--- config.mk ---
export PLATFORM = sky130hd
export DESIGN_NAME = adcc_regs
export DESIGN_NICKNAME = d
export VERILOG_FILES = /design/src/adcc_prescaler.v /design/src/adcc_regs.v
export VERILOG_INCLUDE_DIRS = /design/src
export SDC_FILE = /design/constraint.sdc
export NUM_CORES = 1
export LEC_CHECK = 0
export BUFFER_PORTS_ARGS = -buffer_cell sky130_fd_sc_hd__buf_2
export CORE_ASPECT_RATIO = 1.4
export CORE_MARGIN = 8
export CORE_UTILIZATION = 40
export CTS_CLUSTER_SIZE = 30
export DETAILED_ROUTE_END_ITERATION = 16
export PLACE_DENSITY = 0.69
export SYNTH_ARGS = -nofsm -noshare
export SYNTH_HDL_FRONTEND = slang
export SYNTH_SLANG_ARGS = --single-unit
export TNS_END_PERCENT = 1
--- constraint.sdc ---
create_clock -name aclk -period 5.5 [get_ports aclk]
set_clock_uncertainty 0.15 [all_clocks]
set_input_delay 0 -clock aclk [delete_from_list [all_inputs] [get_ports aclk]]
set_output_delay 0 -clock aclk [all_outputs]
set_load 0.05 [all_outputs]
--- src/adcc_defines.vh ---
// Constants for the converter control register block.
// Assumes inclusion by bare name from the same folder.
`ifndef ADCC_DEFINES_VH
`define ADCC_DEFINES_VH

// Register indices; byte address is four times the index
`define ADCC_IDX_CLK_SETUP   16'hff80
`define ADCC_IDX_PIN_SEL     16'hff81
`define ADCC_IDX_START_CHAN  16'hff82
`define ADCC_IDX_RESULT_HI   16'hff83
`define ADCC_IDX_RESULT_LO   16'hff84

// Bus geometry
`define ADCC_ADDR_W          18
`define ADCC_DATA_W          32

// Field positions in the clock setup register
`define ADCC_GATE_BIT        3
`define ADCC_PSEL_HI         2
`define ADCC_PSEL_LO         0

// Field positions in the pin select register
`define ADCC_PIN_HI          7
`define ADCC_PIN_LO          4

// Field positions in the start and channel register
`define ADCC_START_BIT       7
`define ADCC_CHAN_HI         1
`define ADCC_CHAN_LO         0

// Reset values
`define ADCC_RST_GATE        1'h0
`define ADCC_RST_PSEL        3'h0
`define ADCC_RST_PIN         4'h0
`define ADCC_RST_CHAN        2'h0
`define ADCC_RST_RESULT      10'h000

// Prescaler code that picks the low-speed oscillator
`define ADCC_PSEL_LOW_SPEED  3'h7

// Bus responses
`define ADCC_RESP_OKAY       2'h0
`define ADCC_RESP_SLVERR     2'h2

`endif

--- src/adcc_prescaler.v ---
// Converter clock enable generator: divides the main clock or follows
// the low-speed oscillator pin, gated by the clock gate bit.
// Assumes the main oscillator is aclk; the low-speed pin is asynchronous.
`timescale 1ns/1ns
`include "adcc_defines.vh"

module adcc_prescaler (
  input  wire       aclk,
  input  wire       aresetn,
  input  wire       gate,
  input  wire [2:0] psel,
  input  wire       low_speed_osc_clock,
  output reg        conv_clk_tick
);

  reg       slow_meta;
  reg       slow_sync;
  reg       slow_prev;
  reg [5:0] div_count;
  wire [5:0] div_last;
  wire       slow_rise;

  // Divide by two to the power of the code, so terminal count is 2^n - 1
  assign div_last  = (6'h01 << psel) - 6'h01;
  assign slow_rise = slow_sync & ~slow_prev;

  // Pin passes two flip-flops before the edge detector looks at it
  always @(posedge aclk) begin
    if (!aresetn) begin
      slow_meta <= 1'b0;
      slow_sync <= 1'b0;
      slow_prev <= 1'b0;
    end else begin
      slow_meta <= low_speed_osc_clock;
      slow_sync <= slow_meta;
      slow_prev <= slow_sync;
    end
  end

  always @(posedge aclk) begin
    if (!aresetn) begin
      div_count     <= 6'h00;
      conv_clk_tick <= 1'b0;
    end else if (!gate) begin
      div_count     <= 6'h00;
      conv_clk_tick <= 1'b0;
    end else if (psel == `ADCC_PSEL_LOW_SPEED) begin
      div_count     <= 6'h00;
      conv_clk_tick <= slow_rise;
    end else if (div_count >= div_last) begin
      div_count     <= 6'h00;
      conv_clk_tick <= 1'b1;
    end else begin
      div_count     <= div_count + 6'h01;
      conv_clk_tick <= 1'b0;
    end
  end

endmodule

--- src/adcc_regs.v ---
// Converter control and result registers behind an AXI4-Lite slave.
// Assumes the converter core runs on aclk and presents its result with
// a one-cycle valid strobe; the low-speed oscillator arrives as a pin.
`timescale 1ns/1ns
`include "adcc_defines.vh"

// Operation
// - A clock gate bit switches the converter clock on at one and off at zero, reads back and resets to zero.
// - A three-bit prescaler code picks main clock divided by 1 to 64 for codes 000 to 110 and the low-speed oscillator for 111, resetting to zero.
// - Four read-write bits, one per upper port pin, pick analog input at one or general I/O at zero, all reset to zero.
// - Writing one to the write-only start bit begins a conversion, writing zero does nothing, and the bit reads zero.
// - A two-bit read-write channel code routes analog input 0 to 3 to the converter and resets to zero.
// - The upper result register shows result bits nine down to two on its bits seven down to zero.
// - The lower result register shows result bits one and zero on its bits one and zero.
module adcc_regs (
  input  wire                    aclk,
  input  wire                    aresetn,
  // AXI4-Lite write address channel
  input  wire [`ADCC_ADDR_W-1:0] s_axi_awaddr,
  input  wire [2:0]              s_axi_awprot,
  input  wire                    s_axi_awvalid,
  output wire                    s_axi_awready,
  // AXI4-Lite write data channel
  input  wire [`ADCC_DATA_W-1:0] s_axi_wdata,
  input  wire [3:0]              s_axi_wstrb,
  input  wire                    s_axi_wvalid,
  output wire                    s_axi_wready,
  // AXI4-Lite write response channel
  output reg  [1:0]              s_axi_bresp,
  output reg                     s_axi_bvalid,
  input  wire                    s_axi_bready,
  // AXI4-Lite read address channel
  input  wire [`ADCC_ADDR_W-1:0] s_axi_araddr,
  input  wire [2:0]              s_axi_arprot,
  input  wire                    s_axi_arvalid,
  output wire                    s_axi_arready,
  // AXI4-Lite read data channel
  output reg  [`ADCC_DATA_W-1:0] s_axi_rdata,
  output reg  [1:0]              s_axi_rresp,
  output reg                     s_axi_rvalid,
  input  wire                    s_axi_rready,
  // Converter core side
  input  wire                    low_speed_osc_clock,
  input  wire [9:0]              conv_result,
  input  wire                    conv_result_valid,
  output wire                    conv_clk_tick,
  output reg                     conv_clock_gate,
  output reg  [2:0]              prescale_sel,
  output reg  [3:0]              analog_pin_sel,
  output reg                     conversion_start,
  output reg  [1:0]              channel_sel
);

  // Write path holding registers, result store and read mux signals
  reg                    aw_held;
  reg [`ADCC_ADDR_W-1:0] aw_addr;
  reg                    w_held;
  reg [7:0]              w_byte;
  reg                    w_lane0;
  reg [9:0]              result;
  reg [7:0]              next_rbyte;
  reg                    next_rhit;
  wire                   do_write;

  // Byte address of a register index; drops the two word-offset bits
  function hit;
    input [`ADCC_ADDR_W-1:0] addr;
    input [15:0]             idx;
    begin
      hit = (addr[`ADCC_ADDR_W-1:2] == idx);
    end
  endfunction

  function mapped;
    input [`ADCC_ADDR_W-1:0] addr;
    begin
      mapped = hit(addr, `ADCC_IDX_CLK_SETUP)  |
               hit(addr, `ADCC_IDX_PIN_SEL)    |
               hit(addr, `ADCC_IDX_START_CHAN) |
               hit(addr, `ADCC_IDX_RESULT_HI)  |
               hit(addr, `ADCC_IDX_RESULT_LO);
    end
  endfunction

  // Each channel takes one beat, then waits until the response drains
  assign s_axi_awready = !aw_held && !s_axi_bvalid;
  assign s_axi_wready  = !w_held && !s_axi_bvalid;
  assign s_axi_arready = !s_axi_rvalid;
  assign do_write      = aw_held && w_held && !s_axi_bvalid;

  always @(posedge aclk) begin
    if (!aresetn) begin
      aw_held <= 1'b0;
      aw_addr <= {`ADCC_ADDR_W{1'b0}};
    end else if (s_axi_awvalid && s_axi_awready) begin
      aw_held <= 1'b1;
      aw_addr <= s_axi_awaddr;
    end else if (do_write) begin
      aw_held <= 1'b0;
    end
  end

  always @(posedge aclk) begin
    if (!aresetn) begin
      w_held  <= 1'b0;
      w_byte  <= 8'h00;
      w_lane0 <= 1'b0;
    end else if (s_axi_wvalid && s_axi_wready) begin
      w_held  <= 1'b1;
      w_byte  <= s_axi_wdata[7:0];
      w_lane0 <= s_axi_wstrb[0];
    end else if (do_write) begin
      w_held <= 1'b0;
    end
  end

  always @(posedge aclk) begin
    if (!aresetn) begin
      s_axi_bvalid <= 1'b0;
      s_axi_bresp  <= `ADCC_RESP_OKAY;
    end else if (do_write) begin
      s_axi_bvalid <= 1'b1;
      s_axi_bresp  <= mapped(aw_addr) ? `ADCC_RESP_OKAY
                                      : `ADCC_RESP_SLVERR;
    end else if (s_axi_bready) begin
      s_axi_bvalid <= 1'b0;
    end
  end

  // Registers live in byte lane 0; a write without that lane changes none
  always @(posedge aclk) begin
    if (!aresetn) begin
      conv_clock_gate  <= `ADCC_RST_GATE;
      prescale_sel     <= `ADCC_RST_PSEL;
      analog_pin_sel   <= `ADCC_RST_PIN;
      channel_sel      <= `ADCC_RST_CHAN;
      conversion_start <= 1'b0;
    end else begin
      conversion_start <= 1'b0;
      if (do_write && w_lane0) begin
        if (hit(aw_addr, `ADCC_IDX_CLK_SETUP)) begin
          conv_clock_gate <= w_byte[`ADCC_GATE_BIT];
          prescale_sel    <= w_byte[`ADCC_PSEL_HI:`ADCC_PSEL_LO];
        end
        if (hit(aw_addr, `ADCC_IDX_PIN_SEL)) begin
          analog_pin_sel <= w_byte[`ADCC_PIN_HI:`ADCC_PIN_LO];
        end
        if (hit(aw_addr, `ADCC_IDX_START_CHAN)) begin
          conversion_start <= w_byte[`ADCC_START_BIT];
          channel_sel      <= w_byte[`ADCC_CHAN_HI:`ADCC_CHAN_LO];
        end
      end
    end
  end

  // Result is captured from the core; software cannot write it
  always @(posedge aclk) begin
    if (!aresetn) begin
      result <= `ADCC_RST_RESULT;
    end else if (conv_result_valid) begin
      result <= conv_result;
    end
  end

  // Read mux; unused bits and the start bit read as zero
  always @* begin
    next_rbyte = 8'h00;
    next_rhit  = mapped(s_axi_araddr);
    if (hit(s_axi_araddr, `ADCC_IDX_CLK_SETUP)) begin
      next_rbyte = {4'h0, conv_clock_gate, prescale_sel};
    end else if (hit(s_axi_araddr, `ADCC_IDX_PIN_SEL)) begin
      next_rbyte = {analog_pin_sel, 4'h0};
    end else if (hit(s_axi_araddr, `ADCC_IDX_START_CHAN)) begin
      next_rbyte = {6'h00, channel_sel};
    end else if (hit(s_axi_araddr, `ADCC_IDX_RESULT_HI)) begin
      next_rbyte = result[9:2];
    end else if (hit(s_axi_araddr, `ADCC_IDX_RESULT_LO)) begin
      next_rbyte = {6'h00, result[1:0]};
    end
  end

  always @(posedge aclk) begin
    if (!aresetn) begin
      s_axi_rvalid <= 1'b0;
      s_axi_rdata  <= {`ADCC_DATA_W{1'b0}};
      s_axi_rresp  <= `ADCC_RESP_OKAY;
    end else if (s_axi_arvalid && s_axi_arready) begin
      s_axi_rvalid <= 1'b1;
      s_axi_rdata  <= {24'h00_0000, next_rbyte};
      s_axi_rresp  <= next_rhit ? `ADCC_RESP_OKAY : `ADCC_RESP_SLVERR;
    end else if (s_axi_rready) begin
      s_axi_rvalid <= 1'b0;
    end
  end

  // Converter clock enable; stops cleanly when the gate bit is cleared
  adcc_prescaler u_prescaler (
    .aclk                (aclk),
    .aresetn             (aresetn),
    .gate                (conv_clock_gate),
    .psel                (prescale_sel),
    .low_speed_osc_clock (low_speed_osc_clock),
    .conv_clk_tick       (conv_clk_tick)
  );

endmodule

**Word level (Yosys, flattened, before mapping)**

Index checks and enable logic that the tools add are counted.

- Logic and storage cells: 86
- Bits of input ports: 97
- Output and inout bits: 53
- Register bits: 74

- Shift-type cells: 1
- $add $sub $neg: 2
- Order comparisons: 1
- Multiplexer cells: 16
- Reductions and logical operators: 22
- Equal/unequal tests: 11
- Bitwise gates (word level): 12

Operators by type and width:

| cell | number |
|---|---|
| $eq 16x16->1 const B | 10 |
| $mux 8 | 4 |
| $mux 1 | 9 |
| $logic_and 1x1->1 | 8 |
| $or 1x1->1 | 8 |
| $reduce_and 2->1 | 4 |
| $reduce_bool 2->1 | 4 |
| $add 6x1->6 const B | 1 |
| $ge 6x6->1 | 1 |
| $mux 2 | 3 |
| $shl 1x3->6 const A | 1 |
| $sub 6x1->6 const B | 1 |
| $logic_not 1->1 | 4 |
| $reduce_or 4->1 | 1 |
| $eq 3x3->1 const B | 1 |
| $not 1->1 | 3 |
| $reduce_and 3->1 | 1 |
| $and 1x1->1 | 1 |

**Longest topological paths before layout**

Gate-level depths: netlist (run 1).

- Word-level depth: 6
- Gate-level depth with buffers: 7
- Mapped depth without buffers: 6

**By module**

A second synthesis (run 1) with hierarchy kept.

- Cell total of the unflattened synthesis: 367
- Area total of the unflattened synthesis: 3,378.2 um^2

Modules (own cells, without submodules):

| module | instances | area each (um^2) | cells each |
|---|---|---|---|
| adcc_regs | 1 | 2,810.2 | 308 |
| adcc_prescaler | 1 | 568.0 | 59 |

**Worst setup path before layout (run 1)**

Ideal clock, no wire load.

- Path type: reg2reg
- Start: register s_axi_bvalid
- End: register aw_addr[10]
- Buffers on the path: 2
- Slack: 3,104 ps
- Data arrival time: 2,175 ps
- Stages on the path, launching flop included: 7
- Period minus slack after synthesis: 2,396 ps
- Library setup time: 70 ps
- Cell sequence: dfxtp_1 -> nor2_1 -> and2_1 -> clkbuf_1 -> clkbuf_1 -> nand2_1 -> a21oi_1

- Longest elaborated chain between the ends: 3

Ends and longest elaborated chain:

| item | RTL line | text |
|---|---|---|
| from (decl) | adcc_regs.v:30 | `output reg s_axi_bvalid,` |
| from (signal assigned) | adcc_regs.v:119 | `s_axi_bvalid <= 1'b0;` |
| from (signal assigned) | adcc_regs.v:122 | `s_axi_bvalid <= 1'b1;` |
| from (signal assigned) | adcc_regs.v:126 | `s_axi_bvalid <= 1'b0;` |
| $logic_not 1->1 | adcc_regs.v:86 | `assign s_axi_awready = !aw_held && !s_axi_bvalid;` |
| $logic_and 1x1->1 | adcc_regs.v:86 |  |
| net s_axi_awready | adcc_regs.v:22 | `output wire s_axi_awready,` |
| $logic_and 1x1->1 | adcc_regs.v:95 | `end else if (s_axi_awvalid && s_axi_awready) begin` |
| to (signal assigned) | adcc_regs.v:94 | `` aw_addr <= {`ADCC_ADDR_W{1'b0}}; `` |
| to (signal assigned) | adcc_regs.v:97 | `aw_addr <= s_axi_awaddr;` |
| to (decl) | adcc_regs.v:56 | `` reg [`ADCC_ADDR_W-1:0] aw_addr; `` |

The timed path passes the listed nets, and every way through them passes these cells.
A chain may end at the register's enable or synchronous reset.

**Worst setup path after layout (run 1)**

- Start: input port s_axi_araddr[7]
- End: register s_axi_rdata[5]

- Longest elaborated chain between the ends: 5

Ends and longest elaborated chain:

| item | RTL line | text |
|---|---|---|
| from (decl) | adcc_regs.v:33 | `` input wire [`ADCC_ADDR_W-1:0] s_axi_araddr, `` |
| $eq 16x16->1 | adcc_regs.v:70 | `` hit = (addr[`ADCC_ADDR_W-1:2] == idx); `` |
| $mux 8 | adcc_regs.v:175 | `` end else if (hit(s_axi_araddr, `ADCC_IDX_RESULT_HI)) begin `` |
| $mux 8 | adcc_regs.v:173 | `` end else if (hit(s_axi_araddr, `ADCC_IDX_START_CHAN)) begin `` |
| $mux 8 | adcc_regs.v:171 | `` end else if (hit(s_axi_araddr, `ADCC_IDX_PIN_SEL)) begin `` |
| $mux 8 * | adcc_regs.v:169 | `` if (hit(s_axi_araddr, `ADCC_IDX_CLK_SETUP)) begin `` |
| to (signal assigned) | adcc_regs.v:185 | `` s_axi_rdata <= {`ADCC_DATA_W{1'b0}}; `` |
| to (signal assigned) | adcc_regs.v:189 | `s_axi_rdata <= {24'h00_0000, next_rbyte};` |
| to (decl) | adcc_regs.v:38 | `` output reg [`ADCC_DATA_W-1:0] s_axi_rdata, `` |

Mark *: on every way between the ends. The rest lies on a longest branch, timed or not.

==> flow_summary.toml, run 1 <==
[routing]
vias = 2910
avgViaCountPerCell = 4.70
first_iter_violations = 63
routed_wl_um = 8520
drc_errors = 0
wl_per_cell_um = 13.8
detail-route-antenna-nets = 0
dr.pass1.iters = 4

[cells_and_area]
stdcell_count = 619
mostFrequentLayoutCell = "buf_2"
most-common-layout-cells = "buf_2, nand2_1, dfxtp_1"
post_route_cells_drive_above_1_share_pct = 20.6
antenna_cells = 0
fin_nets = 618
area_delta_synth_final_pct = 40.3

[cts]
clockRootBuffer = "clkbuf_8"
htreeDepth = 3
cts_made_buffers = 9
postCtsSetupRepairBufs = 0
post_cts_hold_buffer_count = 62
clock_path_buffers = 2
cts_tree = "yes"
clkTransAtPathRegs_ns = 0.08
cts_resized = 0
clk_latency_ns = 0.34
clock_sinks = 70

[logic_synthesis]
synth_xor_area_share_pct = 1.11
ys_top_cells_by_area = "dfxtp_1, nand2_1, mux2i_1"
netlist_area_mm2 = 0.00315
synthMuxAreaShare_pct = 7.62
synth_top_area_cell = "dfxtp_1"
synth_edf_count = 0
synth_compound_area_share_pct = 11.0
ys.flop_type = "dfxtp_1"
synth_cell_types = 42
post_synth_fa_ha_maj_area_fraction_pct = 2.78
synth_simple_gate_area_share_pct = 23.1
syn_inst = 371
yosys_warnings = 0
synth-seq-cells = 70
synth_top_family_by_area = "simple AND/OR/NAND/NOR gates"
syn-mean-instance-area_um2 = 8.50
async_flop_share_pct = 0
ys_seq_area_share_pct = 44.4
synth.top_cell.area_share_pct = 44.4

[place]
hpwl_um = 5890
place_congestion = 0.769
dp_cells = 541
numPortBuffers = 86

[setup_path]
critPathCaptureType = "flop"
crit_chain = "dlygate4sd3_1 > buf_2 > or4b_4 > dlygate4sd3_1 > nor4_4 > dlygate4sd3_1 > nand4b_2 > dlygate4sd3_1 > o21ai_1 > dlygate4sd3_1"
cp_common_cell = "dlygate4sd3_1"
startpoint_type = "primary input"
arrival_ns = 4.23
path_class = "in -> reg"
cp_slowest_cell = "dlygate4sd3_1"
cp_num_buf_inv = 6
cp.required_ns = 5.64
cp_slowest_stage_delay_ns = 0.68
crit_start = "s_axi_araddr[7]"
cp_max_fo = 4
r2r_start = "s_axi_rvalid"
critical_path.top_delay_family = "buffers and inverters"

[worst_hold_path]
hold_class = "in -> reg"
min_from = "s_axi_wvalid"

[timing]
fmax_ghz = 0.244
min_period_over_period_pct = 74.4
rsz0062_at_grt = "false"
setup_viol = 0
slew_viol_final = 0
setup-tns-final_ns = 0
fin_crit_ns = 4.09
slew-limit-headroom_pct = 63.7
tightestPinTransition_ns = 0.544
hold_viol = 0

[run]
drv_cap = 0

[grt]
gr-total-overflow = 0
grt_max_degree = 34
grt_pass1_wl_um = 14100
grt_pass1_vias = 3037
grt_usage_pct = 15.8
antenna_found_initial = 0

[pwr]
power_leakage_nw = 1.98
powerDensity_mw_per_mm2 = 288
ir_worst_vdd_uv = 177

[floorplan]
dieHeight_um = 121
die_area_mm2 = 0.0110
chipWidth_um = 91.1
num_io_pins = 150
core_area_mm2 = 0.00770
start_util_pct = 41.0
num_rows = 38

[outcome]
status = "complete, no violations"
==> flip-flops by register name, summed over array words and instances, names as in the netlist, 2 cells and up <==
signal                 cells
s_axi_rdata                8
analog_pin_sel             4
u_prescaler.div_count      6
w_byte                     8
aw_addr                   16
result                    10
prescale_sel               3
channel_sel                2
==> path summary, 6_finish.rpt <==
kind / end / slack (ns) / cells after the start
worst max register to register: s_axi_rdata[5] / 2.27 / 7
worst min-delay path: w_held / 0.008 / 3
worst min register to register: u_prescaler.slow_sync / 0.29 / 1
worst max-delay path: s_axi_rdata[5] / 1.41 / 10
==> area by class of cell <==
cell class              count  area, µm²
repair buffers            149       1060
flip-flops and latches     70       1400
fillers                   701       3280
well taps                 100        125
multi-input cells         275       1540
clock buffers              11        141
clock inverters             5        129
inverters                   9       33.8
==> layer usage <==
metal	vias up	share of wire, %	global-route usage (%)	routed length [µm]
met5	-	0	0	0
met4	0	1.9	6.58	164
met3	14	4.8	4.46	409
met2	73	55	30.5	4710
met1	1338	38	15.2	3240
li1	1485	-	-	-
==> kinds of logic after synthesis <==
group / count (synthesis)
flip-flops: 70
AO/OA/AOI/OAI: 63
buffers and inverters: 51
other: 1
XOR/XNOR: 4
adder cells (fa/ha/maj): 7
AND/OR/NAND/NOR: 151
multiplexers: 24
==> per-stage QoR <==
stage | util, % | area (µm²) | total power, W | hold WS (ns) | setup WS (ns)
6_report | 57.4 | 4420 | 0.00127 | 0.00804 | 1.41
5_1_grt | 57.4 | 4420 | 0.00132 | 0.0206 | 1.24
4_1_cts | 57.4 | 4420 | 0.00128 | 0.00101 | 1.42
3_5_place_dp | 45.9 | 3530 | 0.000697 | 0.0380 | 3.42
3_3_place_gp | 45.9 | 3530 | 0.000694 | 0.0366 | 3.43
2_1_floorplan | - | 3250 | 0.000674 | -0.0510 | 3.10
==> cells in the mapped netlist, drive strengths merged (2+ instances only) <==
cell	n
nand2b	5
a21boi	2
nand3b	3
nand4	6
ha	7
buf	31
nand2	80
nand4bb	2
xnor2	2
nor2b	4
xor2	2
nand3	8
nor3	6
mux2i	24
and2	5
dfxtp	70
inv	9
a21oi	38
clkbuf	11
a22o	2
o21ai	15
nor2	23
==> worst reg2reg max path, delay by kind of cell, from the launching register on <==
kind                   cells  cell delay (ns)
buffers and inverters      3             1.85
DFF                        1             0.35
AOI/OAI and AO/OA          1             0.14
and+or+nand+nor            3             0.70
==> where the power goes <==
group          switching [W]  internal, W  total (W)
Sequential         0.0000124     0.000528   0.000540
Clock               0.000190     0.000361   0.000552
Combinational       0.000112    0.0000689   0.000181
(Power assumes the default switching activity.)
==> run 2: changes to the inputs <==
- PLACE_DENSITY: 0.69 -> 0.71
- clock period: 5.5 -> 3.6 ns (I/O delays scaled with it)
==> run 2 against run 1 <==
Effect of this change:
- routed wire length down 0.35%
- non-clock buffer count unchanged
- sequential power up 53%
- global-route usage down 0.086 points
- critical path type unchanged
==> flow_summary.toml, run 2 (synthesis gave the netlist of run 1 again) <==
[routing]
routed_wl_um = 8490
detail-route-antenna-nets = 0
dr.pass1.iters = 4
vias = 2954
drc_errors = 0
first_iter_violations = 132
wl_per_cell_um = 13.7
avgViaCountPerCell = 4.77

[cells_and_area]
area_delta_synth_final_pct = 38.2
antenna_cells = 0
most-common-layout-cells = "buf_2, nand2_1, dfxtp_1"
largest_reg_flops = 16
largest_register = "aw_addr"
reg_top3 = "aw_addr x16, result x10"
post_route_cells_drive_above_1_share_pct = 20.8
mostFrequentLayoutCell = "buf_2"
fin_nets = 618

[setup_path]
path_class = "in -> reg"
critPathCaptureType = "flop"
cp_common_cell = "dlygate4sd3_1"
cp_slowest_cell = "dlygate4sd3_1"
crit_chain = "dlygate4sd3_1 > buf_2 > or4b_4 > dlygate4sd3_1 > nor4_4 > dlygate4sd3_1 > nand3b_1 > a21oi_1 > dlygate4sd3_1"
critical_path.top_delay_family = "buffers and inverters"
cp_max_fo = 4
cp.required_ns = 3.75
arrival_ns = 3.56
cp_slowest_stage_delay_ns = 0.67
reg2reg_depth = 6
cp.depth = 9
startpoint_type = "primary input"
cp_num_buf_inv = 5

[cts]
clockRootBuffer = "clkbuf_8"
cts_made_buffers = 9
htreeDepth = 3
post_cts_hold_buffer_count = 62
clock_path_buffers = 2
cts_tree = "yes"
cts_resized = 0
clock_sinks = 70
postCtsSetupRepairBufs = 0
clk_latency_ns = 0.35
clkTransAtPathRegs_ns = 0.08

[floorplan]
start_util_pct = 41.0
chipWidth_um = 91.1
num_rows = 38
core_area_mm2 = 0.00770
num_io_pins = 150
die_area_mm2 = 0.0110
dieHeight_um = 121

[grt]
grt_pass1_vias = 3036
grt_max_degree = 31
grt_usage_pct = 15.7
grt_use_met2_pct = 28.0
antenna_found_initial = 0
top_usage_layer = "met2"
gr-total-overflow = 0
met3_usage_pct = 4.52
grt_util_met1_pct = 16.4
grt_pass1_wl_um = 14200

[worst_hold_path]
min_path_cells = 3
hold_class = "in -> reg"

[place]
hpwl_um = 5760
place_congestion = 0.780
pre_cts_slack_ns = 1.51
numPortBuffers = 86

[timing]
min_period_over_period_pct = 94.9
slew-limit-headroom_pct = 61.9
setup-tns-final_ns = 0
tightestPinTransition_ns = 0.571
fin_crit_ns = 3.42
hold_viol = 0
fmax_ghz = 0.293
setup_ws_ns = 0.185
slew_viol_final = 0
rsz0062_at_grt = "false"
setup_viol = 0

[outcome]
status = "complete, no violations"

[run]
drv_cap = 0

[pwr]
powerDensity_mw_per_mm2 = 403
ir_worst_vdd_uv = 273
power_leakage_nw = 1.95
## run 2: cell types whose count changed in the layout (fill, tap and decap cells not counted), sizes merged
cell,delta
bufinv,-3
clkinvlp,+2
clkbuf,-1
clkinv,+1
inv,+1
## run 2: area by class of cell
| class | instances | area [µm²] |
|---|---|---|
| Clock buffer | 10 | 138 |
| Clock inverter | 6 | 67.6 |
| Fill cell | 750 | 3340 |
| Inverter | 9 | 33.8 |
| Multi-Input combinational cell | 275 | 1540 |
| Sequential cell | 70 | 1400 |
| Tap cell | 100 | 125 |
| Timing Repair Buffer | 149 | 1060 |
## run 2: per-layer routing
metal  vias up  share of wire, %
li1       1488                 -
met1      1365                40
met2        83                52
met3        18               5.2
met5         -                 0
met4         0               2.3
## run 2: final timing paths
kind | startpoint | slack (ns) | end
setup reg to reg | s_axi_rvalid | 0.99 | s_axi_rdata[3]
hold / removal | s_axi_wvalid | 0.01 | w_held
hold reg to reg | u_prescaler.slow_sync | 0.29 | u_prescaler.slow_prev
setup / recovery | s_axi_araddr[8] | 0.18 | s_axi_rdata[3]
## run 2: tightest hold or removal path, stage by stage
cell and delay (ns):
buf_2 0.10, nand2_1 0.25, a21oi_1 0.11
## run 2: report_power, final
group,internal (W),switching [W],leakage [nW],total [W]
sequential,0.000806,0.0000187,0.571,0.000824
clock,0.000342,0.000312,0.0993,0.000654
combinational,0.000108,0.000172,1.27,0.000280
total,0.00126,0.000502,1.95,0.00176
## run 2: through the flow
| step | cells | cell area, µm² | total power, W | hold slack (ns) | util [%] |
|---|---|---|---|---|---|
| after floorplan | 396 | 3250 | 0.00103 | -0.0510 | - |
| after detailed placement | 541 | 3530 | 0.00106 | 0.0389 | 45.9 |
| after global placement | 541 | 3530 | 0.00106 | 0.0375 | 45.9 |
| after CTS | 619 | 4360 | 0.00177 | 0.00920 | 56.6 |
| after global routing | 619 | 4360 | 0.00184 | 0.0297 | 56.6 |
| final | 619 | 4360 | 0.00176 | 0.0123 | 56.6 |
==> run 3: changes to the inputs <==
--- a/config.mk
+++ b/config.mk
@@ -8,3 +8,2 @@
 export LEC_CHECK = 0
-export BUFFER_PORTS_ARGS = -buffer_cell sky130_fd_sc_hd__buf_2
 export CORE_ASPECT_RATIO = 1.4
@@ -14,3 +13,4 @@
 export DETAILED_ROUTE_END_ITERATION = 16
-export PLACE_DENSITY = 0.71
+export DONT_BUFFER_PORTS = 1
+export PLACE_DENSITY = 0.54
 export SYNTH_ARGS = -nofsm -noshare
==> constraint.sdc (replaced) <==
create_clock -name aclk -period 3.6 [get_ports aclk]
set_clock_uncertainty 0.15 [all_clocks]
set_input_delay 0.54 -clock aclk [delete_from_list [all_inputs] [get_ports aclk]]
set_output_delay 0.54 -clock aclk [all_outputs]
set_load 0.05 [all_outputs]
==> run 3 against run 2 <==
Effect of this change:
- register-to-register slack hardly changed
- combinational power down 41%
- sequential cell count unchanged
- via count down 21%
- utilization fell by 14 points
- cell count decreased by 24%
- critical path depth is 5 lower
- first-iteration DRC count fell by 49%
- non-clock buffer count is 148 lower
- critical path type is now reg -> reg
- highest routed layer unchanged
==> flow_summary.toml, run 3 (synthesis gave the netlist of run 1 again) <==
[routing]
vias = 2346
wl_per_cell_um = 16.0
routed_wl_um = 7510
dr.pass1.iters = 4
drc_errors = 0
detail-route-antenna-nets = 0
avgViaCountPerCell = 4.98
first_iter_violations = 67

[floorplan]
num_io_pins = 150
core_area_mm2 = 0.00770
start_util_pct = 41.0
chipWidth_um = 91.1
dieHeight_um = 121
num_rows = 38
die_area_mm2 = 0.0110

[cells_and_area]
most-common-layout-cells = "nand2_1, dfxtp_1, a21oi_1"
fin_nets = 470
regArea_mm2 = 0.00140
antenna_cells = 0
area_delta_synth_final_pct = 4.68
mostFrequentLayoutCell = "nand2_1"
stdcell_count = 471
reg_top3 = "aw_addr x16, result x10"
post_route_cells_drive_above_1_share_pct = 5.93
multi_input_area_mm2 = 0.00154
largest_reg_flops = 16
fillerInstances = 801
largest_register = "aw_addr"

[setup_path]
crit_chain = "nor2_1 > nand2_1 > nand2_1 > a21oi_1"
cp_slowest_cell = "nor2_1"
cp_slowest_stage_delay_ns = 0.91
path_class = "reg -> reg"
cp.required_ns = 3.67
cp_num_buf_inv = 0
critical_path.top_delay_family = "simple AND/OR/NAND/NOR gates"
startpoint_type = "flop"
arrival_ns = 2.69
reg2reg_setup_slack_ns = 0.99
cp_common_cell = "nand2_1"
critPathCaptureType = "flop"
cp_max_fo = 17

[place]
hpwl_um = 5800
numPortBuffers = 0
dp_cells = 455
place_congestion = 0.711

[timing]
tightestPinTransition_ns = 1.06
rsz0062_at_grt = "false"
fmax_ghz = 0.383
hold_viol = 0
setup_viol = 0
slew_viol_final = 0
fin_crit_ns = 2.61
slew-limit-headroom_pct = 29.1
min_period_over_period_pct = 72.6
setup-tns-final_ns = 0

[cts]
clk_latency_ns = 0.34
htreeDepth = 3
clockRootBuffer = "clkbuf_8"
postCtsSetupRepairBufs = 0
cts_made_buffers = 9
cts_tree = "yes"
clock_path_buffers = 2
clock_sinks = 70
cts_resized = 0
clkTransAtPathRegs_ns = 0.08
post_cts_hold_buffer_count = 0

[grt]
grt_pass1_wl_um = 12100
gr-total-overflow = 0
grt_usage_pct = 13.7
antenna_found_initial = 0
grt_max_degree = 33
grt_pass1_vias = 2372

[pwr]
powerDensity_mw_per_mm2 = 493
ir_worst_vdd_uv = 344
power_leakage_nw = 1.30

[outcome]
status = "complete, no violations"

[worst_hold_path]
hold_class = "in -> reg"

[run]
drv_cap = 0
==> run 3: changes by cell type in the layout (fill, tap and decap cells not counted) <==
cell / previous run / this run
buf_2: 86 / 0
dlygate4sd3_1: 62 / 0
clkinv_4: 0 / 2
inv_6: 2 / 0
clkbuf_8: 10 / 9
clkinvlp_4: 2 / 3
==> run 3: report_power, final <==
part / switching, W / total (W) / internal [W]
clock: 0.000307 / 0.000627 / 0.000321
combinational: 0.000128 / 0.000165 / 0.0000365
sequential: 0.0000287 / 0.000834 / 0.000806
total: 0.000464 / 0.00163 / 0.00116
==> run 3: stage by stage <==
step	hold WS, ns	cell area [µm²]	setup WS, ns	power [W]	utilization [%]
2_1_floorplan	0.260	3250	1.20	0.00103	-
3_3_place_gp	0.264	3100	0.972	0.00102	40.3
3_5_place_dp	0.268	3100	0.913	0.00102	40.3
4_1_cts	0.118	3300	0.917	0.00165	42.9
5_1_grt	0.127	3300	0.763	0.00171	42.9
6_report	0.140	3300	0.986	0.00163	42.9
==> run 3: layer usage <==
metal,GRT usage [%],vias up,routed length [µm]
li1,-,1194,-
met1,13.4,1081,2810
met2,24.7,65,3970
met3,6.75,6,663
met4,4.62,0,73
met5,0,-,0
==> run 3: worst paths after layout <==
kind | startpoint | to | depth (start not counted)
worst min-delay path | s_axi_rready | s_axi_rvalid | 1
worst max register to register | s_axi_bvalid | aw_addr[16] | 4
worst max-delay path | s_axi_bvalid | aw_addr[16] | 4
worst min register to register | u_prescaler.slow_meta | u_prescaler.slow_sync | 1
==> run 3: final cells by class <==
type | count | share of cell area [%]
Clock buffer | 9 | 3.75
Clock inverter | 7 | 2.27
Inverter | 9 | 1.02
Multi-Input combinational cell | 275 | 46.5
Sequential cell | 70 | 42.4
Tap cell | 100 | 3.79
Timing Repair Buffer | 1 | 0.227
